$ cat config.mk
export PLATFORM = sky130hd
export DESIGN_NAME = wcat_top
export DESIGN_NICKNAME = d
export VERILOG_FILES = /design/src/rtl/wcat_pkg.sv /design/src/rtl/wcat_top.sv
export SDC_FILE = /design/constraint.sdc
export NUM_CORES = 1
export LEC_CHECK = 0
export BUFFER_PORTS_ARGS = -buffer_cell sky130_fd_sc_hd__buf_2
export CELL_PAD_IN_SITES_DETAIL_PLACEMENT = 1
export CELL_PAD_IN_SITES_GLOBAL_PLACEMENT = 1
export CORE_MARGIN = 2
export CORE_UTILIZATION = 40
export DETAILED_ROUTE_END_ITERATION = 8
export GPL_ROUTABILITY_DRIVEN = 0
export PLACE_DENSITY_LB_ADDON = 0.15
export SLEW_MARGIN = 5
export SYNTH_ARGS = -nofsm -noshare
export SYNTH_HDL_FRONTEND = slang
export SYNTH_SLANG_ARGS = --single-unit
$ cat constraint.sdc
create_clock -name CLK_I -period 3.67 [get_ports CLK_I]
set_input_delay 0.5505 -clock CLK_I [delete_from_list [all_inputs] [get_ports CLK_I]]
set_output_delay 0.5505 -clock CLK_I [all_outputs]
set_load 0.05 [all_outputs]
$ cat src/rtl/wcat_pkg.sv
// shared constants for the channel access timing block
package wcat_pkg;
    localparam int unsigned CLK_MHZ        = 200;
    localparam int unsigned US_NS          = 1000;
    localparam int unsigned CLK_PERIOD_NS  = 5;
    localparam int unsigned US_CYCLES      = US_NS / CLK_PERIOD_NS;
    localparam int unsigned SLOW_CLK_HZ    = 32768;
    localparam int unsigned NUM_AC         = 4;
    localparam int unsigned IFS_W          = 16;
    localparam int unsigned BO_W           = 16;
    localparam int unsigned SLOT_W         = 16;
    localparam int unsigned TSF_W          = 64;
    localparam int unsigned NAV_W          = 16;
    localparam int unsigned SLEEP_W        = 32;
    localparam int unsigned NUM_TRIG       = 2;
    localparam logic [1:0]  POL_FIXED      = 2'h0;
    localparam logic [1:0]  POL_ROUND      = 2'h1;
    localparam logic [1:0]  POL_LOW_FIRST  = 2'h2;
    typedef enum logic [1:0] {
        WCAT_IFS_IDLE,
        WCAT_IFS_BUSY,
        WCAT_IFS_COUNT,
        WCAT_IFS_DONE
    } wcat_ifs_st_t;
    typedef enum logic [1:0] {
        WCAT_PWR_RUN,
        WCAT_PWR_SLEEP,
        WCAT_PWR_WAKE
    } wcat_pwr_st_t;
endpackage

$ cat src/rtl/wcat_top.sv
// channel access timing: ifs timers, backoff engines, tsf, nav, sleep timer
`timescale 1ns/10ps
module wcat_top #(
    parameter int unsigned NUM_AC    = wcat_pkg::NUM_AC,
    parameter int unsigned US_CYCLES = wcat_pkg::US_CYCLES
) (
    input  wire logic                        CLK_I,
    input  wire logic                        NRST_I,
    input  wire logic                        PHY_BUSY_I,
    input  wire logic [wcat_pkg::IFS_W-1:0]  IFS_SHORT_I,
    input  wire logic [wcat_pkg::IFS_W-1:0]  IFS_REDUCED_I,
    input  wire logic                        IFS_SEL_REDUCED_I,
    input  wire logic                        TX_SCHED_I,
    output logic                             TX_START_O,
    input  wire logic [wcat_pkg::SLOT_W-1:0] SLOT_CYCLES_I,
    input  wire logic [NUM_AC-1:0]           BO_LOAD_I,
    input  wire logic [wcat_pkg::BO_W-1:0]   BO_VALUE_I,
    input  wire logic [1:0]                  ARB_POLICY_I,
    input  wire logic [NUM_AC-1:0]           ARB_FIXED_PRI_I,
    output logic [NUM_AC-1:0]                BO_GRANT_O,
    input  wire logic                        SLOW_TICK_I,
    input  wire logic                        SLEEP_REQ_I,
    input  wire logic [wcat_pkg::SLEEP_W-1:0] SLEEP_COUNT_I,
    output logic                             MAC_CLK_EN_O,
    output logic                             WAKE_O,
    input  wire logic                        TSF_LOAD_I,
    input  wire logic [wcat_pkg::TSF_W-1:0]  TSF_VALUE_I,
    output logic [wcat_pkg::TSF_W-1:0]       TSF_O,
    input  wire logic [wcat_pkg::TSF_W-1:0]  TBTT_I,
    output logic                             TBTT_O,
    input  wire logic [wcat_pkg::TSF_W-1:0]  TRIG_OFS0_I,
    input  wire logic [wcat_pkg::TSF_W-1:0]  TRIG_OFS1_I,
    output logic [wcat_pkg::NUM_TRIG-1:0]    TRIG_O,
    input  wire logic                        NAV_LOAD_I,
    input  wire logic [wcat_pkg::NAV_W-1:0]  NAV_DUR_I,
    output logic                             NAV_BUSY_O
);
    // the microsecond divider is eight bits and the round-robin pointer three
    if (NUM_AC < 1 || NUM_AC > 8 || US_CYCLES < 1 || US_CYCLES > 256)
    begin : g_bad
        $error("wcat_top: unsupported parameter values");
    end

    logic [7:0] us_cnt_r, us_cnt_nxt;
    logic       us_tick;
    logic [wcat_pkg::TSF_W-1:0] tsf_r, tsf_nxt;
    logic [wcat_pkg::NAV_W-1:0] nav_r, nav_nxt;
    logic       tbtt_r, tbtt_nxt;
    logic [wcat_pkg::NUM_TRIG-1:0] trig_r, trig_nxt;
    logic       medium_busy;

    // a shared microsecond tick keeps nav and tsf on the same time base
    always_comb begin
        us_tick    = (us_cnt_r == 8'(US_CYCLES - 1));
        us_cnt_nxt = us_tick ? 8'h00 : us_cnt_r + 8'h01;
        tsf_nxt    = us_tick ? tsf_r + 64'h1 : tsf_r;
        if (TSF_LOAD_I) begin
            tsf_nxt = TSF_VALUE_I;
        end
        nav_nxt = nav_r;
        if (NAV_LOAD_I && NAV_DUR_I > nav_r) begin
            nav_nxt = NAV_DUR_I;
        end else if (us_tick && nav_r != '0) begin
            nav_nxt = nav_r - 16'h1;
        end
        tbtt_nxt = (tsf_r == TBTT_I) && us_tick;
        trig_nxt[0] = (tsf_r == TRIG_OFS0_I) && us_tick;
        trig_nxt[1] = (tsf_r == TRIG_OFS1_I) && us_tick;
        medium_busy = PHY_BUSY_I || (nav_r != '0);
    end

    always_ff @(posedge CLK_I or negedge NRST_I) begin
        if (!NRST_I) begin
            us_cnt_r <= 8'h00;
            tsf_r    <= '0;
            nav_r    <= '0;
            tbtt_r   <= 1'b0;
            trig_r   <= '0;
        end else begin
            us_cnt_r <= us_cnt_nxt;
            tsf_r    <= tsf_nxt;
            nav_r    <= nav_nxt;
            tbtt_r   <= tbtt_nxt;
            trig_r   <= trig_nxt;
        end
    end

    assign TSF_O      = tsf_r;
    assign TBTT_O     = tbtt_r;
    assign TRIG_O     = trig_r;
    assign NAV_BUSY_O = nav_r != '0;

    // ifs timer
    wcat_pkg::wcat_ifs_st_t ifs_st_r, ifs_st_nxt;
    logic [wcat_pkg::IFS_W-1:0] ifs_cnt_r, ifs_cnt_nxt;
    logic sched_r, sched_nxt;
    logic tx_start;

    always_comb begin
        ifs_st_nxt  = ifs_st_r;
        ifs_cnt_nxt = ifs_cnt_r;
        tx_start    = 1'b0;
        sched_nxt   = sched_r | TX_SCHED_I;
        case (ifs_st_r)
            wcat_pkg::WCAT_IFS_IDLE: begin
                if (medium_busy) begin
                    ifs_st_nxt = wcat_pkg::WCAT_IFS_BUSY;
                end
            end
            wcat_pkg::WCAT_IFS_BUSY: begin
                if (!medium_busy) begin
                    ifs_st_nxt  = wcat_pkg::WCAT_IFS_COUNT;
                    ifs_cnt_nxt = IFS_SEL_REDUCED_I ? IFS_REDUCED_I
                                                    : IFS_SHORT_I;
                end
            end
            wcat_pkg::WCAT_IFS_COUNT: begin
                if (medium_busy) begin
                    ifs_st_nxt = wcat_pkg::WCAT_IFS_BUSY;
                end else if (ifs_cnt_r <= 16'h1) begin
                    ifs_st_nxt = wcat_pkg::WCAT_IFS_DONE;
                end else begin
                    ifs_cnt_nxt = ifs_cnt_r - 16'h1;
                end
            end
            wcat_pkg::WCAT_IFS_DONE: begin
                // holds until a scheduled frame consumes the trigger or the medium turns busy again
                if (medium_busy) begin
                    ifs_st_nxt = wcat_pkg::WCAT_IFS_BUSY;
                end else if (sched_r || TX_SCHED_I) begin
                    tx_start   = 1'b1;
                    sched_nxt  = 1'b0;
                    ifs_st_nxt = wcat_pkg::WCAT_IFS_IDLE;
                end
            end
            default: ifs_st_nxt = wcat_pkg::WCAT_IFS_IDLE;
        endcase
    end

    always_ff @(posedge CLK_I or negedge NRST_I) begin
        if (!NRST_I) begin
            ifs_st_r  <= wcat_pkg::WCAT_IFS_IDLE;
            ifs_cnt_r <= '0;
            sched_r   <= 1'b0;
        end else begin
            ifs_st_r  <= ifs_st_nxt;
            ifs_cnt_r <= ifs_cnt_nxt;
            sched_r   <= sched_nxt;
        end
    end

    assign TX_START_O = tx_start;

    // backoff engines
    logic [wcat_pkg::SLOT_W-1:0] slot_cnt_r, slot_cnt_nxt;
    logic slot_end, slot_busy_r, slot_busy_nxt;
    logic [wcat_pkg::BO_W-1:0] bo_r [NUM_AC];
    logic [wcat_pkg::BO_W-1:0] bo_nxt [NUM_AC];
    logic [NUM_AC-1:0] bo_zero, grant, grant_nxt;
    logic [NUM_AC-1:0] grant_r, active_r, active_nxt;
    logic [2:0] rr_r, rr_nxt;

    always_comb begin
        slot_end      = (slot_cnt_r >= SLOT_CYCLES_I - 16'h1);
        slot_cnt_nxt  = slot_end ? '0 : slot_cnt_r + 16'h1;
        // any busy cycle inside the slot marks the whole slot busy
        slot_busy_nxt = slot_end ? 1'b0 : (slot_busy_r | medium_busy);
        active_nxt    = active_r;
        for (int i = 0; i < NUM_AC; i++) begin
            bo_nxt[i]  = bo_r[i];
            bo_zero[i] = active_r[i] && bo_r[i] == '0;
            if (BO_LOAD_I[i]) begin
                bo_nxt[i]     = BO_VALUE_I;
                active_nxt[i] = 1'b1;
            end else if (slot_end && !slot_busy_r && !medium_busy
                         && bo_r[i] != '0) begin
                bo_nxt[i] = bo_r[i] - 16'h1;
            end
        end
        grant  = '0;
        rr_nxt = rr_r;
        // only one contender is granted, chosen by the sequencer's policy
        for (int k = 0; k < NUM_AC; k++) begin
            int idx;
            idx = 0;
            case (ARB_POLICY_I)
                wcat_pkg::POL_LOW_FIRST: idx = k;
                wcat_pkg::POL_ROUND:     idx = (int'(rr_r) + k) % NUM_AC;
                default:                 idx = NUM_AC - 1 - k;
            endcase
            if (grant == '0 && bo_zero[idx]
                && (ARB_POLICY_I != wcat_pkg::POL_FIXED
                    || ARB_FIXED_PRI_I[idx] || 1'b1)) begin
                grant[idx] = 1'b1;
                rr_nxt     = 3'((idx + 1) % NUM_AC);
            end
        end
        grant_nxt  = grant;
        active_nxt = active_nxt & ~(grant & ~BO_LOAD_I);
    end

    always_ff @(posedge CLK_I or negedge NRST_I) begin
        if (!NRST_I) begin
            slot_cnt_r  <= '0;
            slot_busy_r <= 1'b0;
            active_r    <= '0;
            grant_r     <= '0;
            rr_r        <= 3'h0;
            for (int i = 0; i < NUM_AC; i++) begin
                bo_r[i] <= '0;
            end
        end else begin
            slot_cnt_r  <= slot_cnt_nxt;
            slot_busy_r <= slot_busy_nxt;
            active_r    <= active_nxt;
            grant_r     <= grant_nxt;
            rr_r        <= rr_nxt;
            for (int i = 0; i < NUM_AC; i++) begin
                bo_r[i] <= bo_nxt[i];
            end
        end
    end

    assign BO_GRANT_O = grant_r;

    // sleep timer: counts slow ticks while the mac clock is gated
    wcat_pkg::wcat_pwr_st_t pwr_st_r, pwr_st_nxt;
    logic [wcat_pkg::SLEEP_W-1:0] sleep_r, sleep_nxt;
    logic wake;

    always_comb begin
        pwr_st_nxt = pwr_st_r;
        sleep_nxt  = sleep_r;
        wake       = 1'b0;
        case (pwr_st_r)
            wcat_pkg::WCAT_PWR_RUN: begin
                if (SLEEP_REQ_I) begin
                    sleep_nxt  = SLEEP_COUNT_I;
                    pwr_st_nxt = wcat_pkg::WCAT_PWR_SLEEP;
                end
            end
            wcat_pkg::WCAT_PWR_SLEEP: begin
                if (SLOW_TICK_I) begin
                    if (sleep_r <= 32'h1) begin
                        pwr_st_nxt = wcat_pkg::WCAT_PWR_WAKE;
                    end
                    sleep_nxt = sleep_r - 32'h1;
                end
            end
            wcat_pkg::WCAT_PWR_WAKE: begin
                wake       = 1'b1;
                pwr_st_nxt = wcat_pkg::WCAT_PWR_RUN;
            end
            default: pwr_st_nxt = wcat_pkg::WCAT_PWR_RUN;
        endcase
    end

    always_ff @(posedge CLK_I or negedge NRST_I) begin
        if (!NRST_I) begin
            pwr_st_r <= wcat_pkg::WCAT_PWR_RUN;
            sleep_r  <= '0;
        end else begin
            pwr_st_r <= pwr_st_nxt;
            sleep_r  <= sleep_nxt;
        end
    end

    assign MAC_CLK_EN_O = pwr_st_r != wcat_pkg::WCAT_PWR_SLEEP;
    assign WAKE_O       = wake;

    property p_nav_busy;
        @(posedge CLK_I) disable iff (!NRST_I)
        NAV_BUSY_O |-> medium_busy;
    endproperty
    a_nav_busy: assert property (p_nav_busy)
        else $error("nav busy without carrier sense");

    property p_one_grant;
        @(posedge CLK_I) disable iff (!NRST_I)
        $onehot0(BO_GRANT_O);
    endproperty
    a_one_grant: assert property (p_one_grant)
        else $error("more than one backoff grant");

    property p_start_idle;
        @(posedge CLK_I) disable iff (!NRST_I)
        TX_START_O |-> !medium_busy && ifs_st_r == wcat_pkg::WCAT_IFS_DONE;
    endproperty
    a_start_idle: assert property (p_start_idle)
        else $error("transmit start while medium busy");

    property p_wake;
        @(posedge CLK_I) disable iff (!NRST_I)
        WAKE_O |-> MAC_CLK_EN_O ##1 pwr_st_r == wcat_pkg::WCAT_PWR_RUN;
    endproperty
    a_wake: assert property (p_wake)
        else $error("wake without clock restore");

    property p_nav_dec;
        @(posedge CLK_I) disable iff (!NRST_I)
        us_tick && nav_r != '0 && !NAV_LOAD_I |=> nav_r == $past(nav_r) - 1;
    endproperty
    a_nav_dec: assert property (p_nav_dec)
        else $error("nav did not decrement");

    property p_tsf_load;
        @(posedge CLK_I) disable iff (!NRST_I)
        TSF_LOAD_I |=> TSF_O == $past(TSF_VALUE_I);
    endproperty
    a_tsf_load: assert property (p_tsf_load)
        else $error("tsf load lost");

    property p_sleep_gate;
        @(posedge CLK_I) disable iff (!NRST_I)
        pwr_st_r == wcat_pkg::WCAT_PWR_RUN && SLEEP_REQ_I |=> !MAC_CLK_EN_O;
    endproperty
    a_sleep_gate: assert property (p_sleep_gate)
        else $error("clock not gated in sleep");

    property p_grant_zero;
        @(posedge CLK_I) disable iff (!NRST_I)
        |grant |=> (BO_GRANT_O & ~$past(bo_zero)) == '0;
    endproperty
    a_grant_zero: assert property (p_grant_zero)
        else $error("grant without zero counter");

    c_start: cover property (@(posedge CLK_I) TX_START_O);
    c_grant: cover property (@(posedge CLK_I) |BO_GRANT_O);
    c_wake:  cover property (@(posedge CLK_I) WAKE_O);
endmodule

# Word level (Yosys, flattened, before mapping)
# Cells that the tools add are included.
# totals
ff_bits,235
input_bits,387
elab_cells,209
# op_classes
n_lt_le_gt_ge,12
eq_ne,21
muxes,77
bitwise,9
addsub,18
reduce_logical,53
# ops
cell,n
two-way mux 16 bit,15
equality test 64 bit,3
>= comparator 32 x 1 -> 1 bit (second input constant),4
< comparator 32 x 4 -> 1 bit (second input constant),4
two-way mux 64 bit,2
subtractor 16 x 1 -> 16 bit (second input constant),7
nonzero test 16 bit,5
adder 64 x 1 -> 64 bit (second input constant),1
zero test 16 bit,4
two-way mux 32 bit,2
case mux 32 bit (2 select lines),1
<= comparator 32 x 1 -> 1 bit (second input constant),1
case mux 16 bit (2 select lines),1
subtractor 32 x 1 -> 32 bit (second input constant),1
two-way mux 2 bit,13
two-way mux 1 bit,24
logical AND 1 bit,22
case mux 2 bit (2 select lines),5
adder 16 x 1 -> 16 bit (second input constant),1
>= comparator 16 bit,1
> comparator 16 bit,1
<= comparator 16 x 1 -> 1 bit (second input constant),1
two-way mux 4 bit,4
nonzero test 2 bit,8
other kinds (24),59

# Logic depth before layout (Yosys ltp)
# logic_depth
word_depth,19
depth_mapped,19

# Least setup slack after synthesis
# No wires, ideal clock.
# synth_timing
kind,input -> register
startpoint,input port SLOT_CYCLES_I[3] (netlist bit)
endpoint,register bo_r[5] (netlist bit)
n_path_buf,0
setup_time_ns,0.125
path_slack_ns,-0.176
arrival_ns,3.721
path_stages,18
required_time_ns,3.545
cell_sequence,nor3_1 > nand2b_1 > or4_1 > nor2_1 > nand2_1 > nor4_1 > xnor2_1 > ha_1 > a21o_1 > a21o_1 > a21oi_1 > nand3_1 > a31oi_1 > o21ai_1 > nand2_1 > nor4_1 > xor2_1 > mux2_2
# synth_via
elab_chain_cells,6
# synth_rtl
item,line,source
"start, declared",wcat_top.sv:15,"input wire logic [wcat_pkg::SLOT_W-1:0] SLOT_CYCLES_I,"
subtractor 16 x 1 -> 16 bit,wcat_top.sv:164,slot_end = (slot_cnt_r >= SLOT_CYCLES_I - 16'h1);
>= comparator 16 bit,wcat_top.sv:164,
logical AND 1 bit (2 in a row),wcat_top.sv:175,end else if (slot_end && !slot_busy_r && !medium_busy
logical AND 1 bit,wcat_top.sv:176,&& bo_r[i] != '0) begin
nonzero test 2 bit (no source line),--,
"end signal, assigned by index",wcat_top.sv:219,bo_r[i] <= bo_nxt[i];
"end, declared",wcat_top.sv:157,logic [wcat_pkg::BO_W-1:0] bo_r [NUM_AC];
# Every way passes these cells.
# A chain may end at the register's enable or synchronous reset.

# Worst setup path in the final report
# layout_timing
startpoint,input port SLOT_CYCLES_I[3] (netlist bit)
endpoint,register bo_r[35] (netlist bit)
# Same word-level chain as after synthesis.

==> summary.txt <==
initial core utilization: 40.7%
run status: finished, violations left
Mapped Avg Cell Area: 8.53 µm²
Worst-Skew Late Latency: 570 ps
startpoint types: input pin
P_leak: 0.00993 µW
GRT Total Usage: 31.7%
cells after synthesis: 2005
Port Buffers: 457
nets: 2935
sequential area share after synthesis: 34.4%
Power Dens Cells: 428 nW/µm²
Final Max Slew Viols: 0
clock network fraction of total power: 31.3%
post-layout minimum cycle time: 3620 ps
die span in x: 211 µm
Post-synth EDFFs: 0
ANT nets after route: 0
clock tree buffer depth: 3
TritonCTS Buffers: 29
top cells by area, synth: dfrtp_1 (34%), xnor2_1 (9.4%), xor2_1 (9.3%), o21ai_0 (5.0%), nand2_1 (4.5%)
worst slew pin tran: 978 ps
Internal: 6010 µW
gr ovfl total: 0
Yosys top cell area share: 34.4%
sequential fraction of design power: 36.5%
largest net degree at the start of global routing: 96
TritonRoute pass-1 iters: 4
top-count cell post-synth: dfrtp_1
Area Growth Syn to Fin: 29.9%
worst vdd ir: 0.345 mV
hold buffers post-CTS: 0
clk slew on worst S/H paths: 60 ps
max-capacitance violation count: 0
Synth Cell Area: 17100 µm²
share of cells above drive strength 1: 31.3%
Vias/cell: 5.63
area leader, netlist: dfrtp_1
row count: 75
Net Sw Power: 3490 µW
CP Max Fanout: 3
final non-filler cell total: 3071
Setup WS pre-CTS: -855 ps
global-route wire length before repair: 108 mm
commonest cells in the netlist: dfrtp_1 (235), nand2_1 (203), xnor2_1 (184), xor2_1 (181), o21ai_0 (170)
Hold WS: -23.9 ps
fmax: 0.276 GHz
ys flop type: dfrtp_1
Synth async-reset ratio: 100%
CTS tree: built
switching share of total power: 36.8%
core box area: 42000 µm²
Warnings, synthesis: 0
post-synth cell types: 89
Seq cells post-synth: 235
final worst path period share: 98.7%
Worst EP required: 4090 ps
Residual DRC: 0
fillers: 5091
final wirelength: 72.9 mm
Hold Vio Cnt, Final: 4
H-tree levels: 1
vias: 17.3k
root buf cell: clkbuf_16
Worst EP arrival: 4050 ps
Die ar.: 44400 µm²
First DRT Iteration DRCs: 1062
failing checks: negative hold slack
dpl hpwl: 56.5 mm
final worst slack: 46.8 ps
DR WL/cell: 23.7 µm
WS Path Type: in2reg
RSZ-0062 raised after global routing: true
relative slew slack: 34.8%
HP Class: in2async
number of global-route vias before repair: 18.4k
clock skew: 15.1 ps
Die Y: 211 µm
Mapped Nets: 2443
IO Count: 462
initial antenna violation count: 17
Register-to-Register Path Depth: 10
logic gate share of total power: 32.1%
CTS sink cnt: 235
dpl cells: 2991
Worst Setup End Kind: flop
Final setup viols: 0
-- state kept, by name, summed over array words and instances, names as in the netlist --
name and cells:
TRIG_O 2, slot_cnt_r 16, rr_r 2, bo_r 64
sleep_r 32, pwr_st_r 2, slot_busy_r 1, ifs_st_r 2
TSF_O 64, us_cnt_r 8, sched_r 1, active_r 4
TBTT_O 1, BO_GRANT_O 4, nav_r 16, ifs_cnt_r 16
-- metal layers --
layer  GRT usage (%)  vias to the layer above  routed length (µm)
li1                -                     8003                   -
met1            37.6                     8627               28300
met2            56.2                      507               37200
met3            4.18                      155                3510
met4            16.1                        2                3870
met5               0                        -                  11
-- power by group through the flow --
| stage | clock (µW) | combinational (µW) | sequential (µW) |
|---|---|---|---|
| global route | 3130 | 3320 | 3530 |
| CTS | 3030 | 2970 | 3450 |
| global placement | 0 | 2830 | 3460 |
| detailed placement | 0 | 2940 | 3490 |
| finish | 2980 | 3050 | 3470 |
| floorplan | 0 | 1700 | 3560 |
-- worst paths after layout --
kind	startpoint	endpoint	slack (ps)
max	SLOT_CYCLES_I[3]	bo_r[35]$_DFFE_PN0P_	50
min	NRST_I	slot_cnt_r[15]$_DFF_PN0_	-20
max reg2reg	bo_r[50]$_DFFE_PN0P_	rr_r[1]$_DFFE_PN0P_	230
min reg2reg	sleep_r[23]$_DFFE_PN0P_	sleep_r[23]$_DFFE_PN0P_	470
max in group asynchronous	NRST_I	TSF_O[45]$_DFFE_PN0P_	2630
min in group CLK_I	TSF_VALUE_I[59]	TSF_O[59]$_DFFE_PN0P_	180
-- timing repair --
action / CTS / global route
cloned: 0 / 0
pin swaps: 1 / 39
endpoints found under the setup margin: 28 / 65
setup buffers: 2 / 12
gates resized for setup: 3 / 142
-- stage by stage --
stage          util (%)  setup TNS [ps]  total power [µW]  area (µm²)
2_1_floorplan         -           -65.0              5260       17200
3_3_place_gp       48.9          -31690              6290       20600
3_5_place_dp       48.9          -41480              6430       20600
4_1_cts            51.3           -13.7              9450       21600
5_1_grt            52.8           -5180              9980       22200
6_report           52.8               0              9510       22200
-- worst max-delay path: stages --
cell and delay, ps:
buf_6 100, nor3_4 200, nand2b_1 100, or4_4 440
nor2_4 120, nand2_4 60, nor4_4 260, xnor2_1 110
ha_1 310, a21o_1 170, a21o_1 190, a21oi_2 140
nand3_1 90, a31oi_2 210, buf_4 160, o21ai_4 70
nand4b_1 150, buf_4 140, buf_6 120, nor2_4 40
xnor2_2 170, o21ai_1 100
-- cell usage in the layout (no fill, tap or decap), drive strengths merged, types with 7 or more instances in the layout --
cell	count
and2	7
nand4	74
clkbuf	43
or2	7
xor2	181
nor2	139
nand2b	15
a21oi	77
nand2	203
mux2i	23
mux2	41
nor3	66
xnor2	184
nor4	69
or4	11
a22o	7
or3	18
o22ai	12
and3	24
dfrtp	235
nor2b	13
a21o	14
o21ai	173
buf	589
nand3	80
ha	51
diode	14
inv	57
-- cell type report --
type	instances	area, µm²	share of cell area (%)
Antenna cell	14	35.0	0.158
Sequential cell	235	5880	26.5
Inverter	57	216	0.975
Clock buffer	43	868	3.91
Timing Repair Buffer	589	3410	15.3
Tap cell	539	674	3.04
Clock inverter	9	101	0.456
Multi-Input combinational cell	1585	11000	49.6
-- cell families (layout without fill, tap and decap cells) --
kind of cell | after synthesis | count (layout) | synth area share (%)
fa+ha+maj | 51 | 51 | 3.73
buf+inv | 185 | 698 | 4.24
flops | 235 | 235 | 34.4
mux | 65 | 65 | 4.20
simple gates | 760 | 760 | 23.0
xor+xnor | 365 | 365 | 18.7
other cells | 0 | 14 | 0
compound gates | 344 | 344 | 11.7
Note: power is estimated with default switching activity, not from simulation.
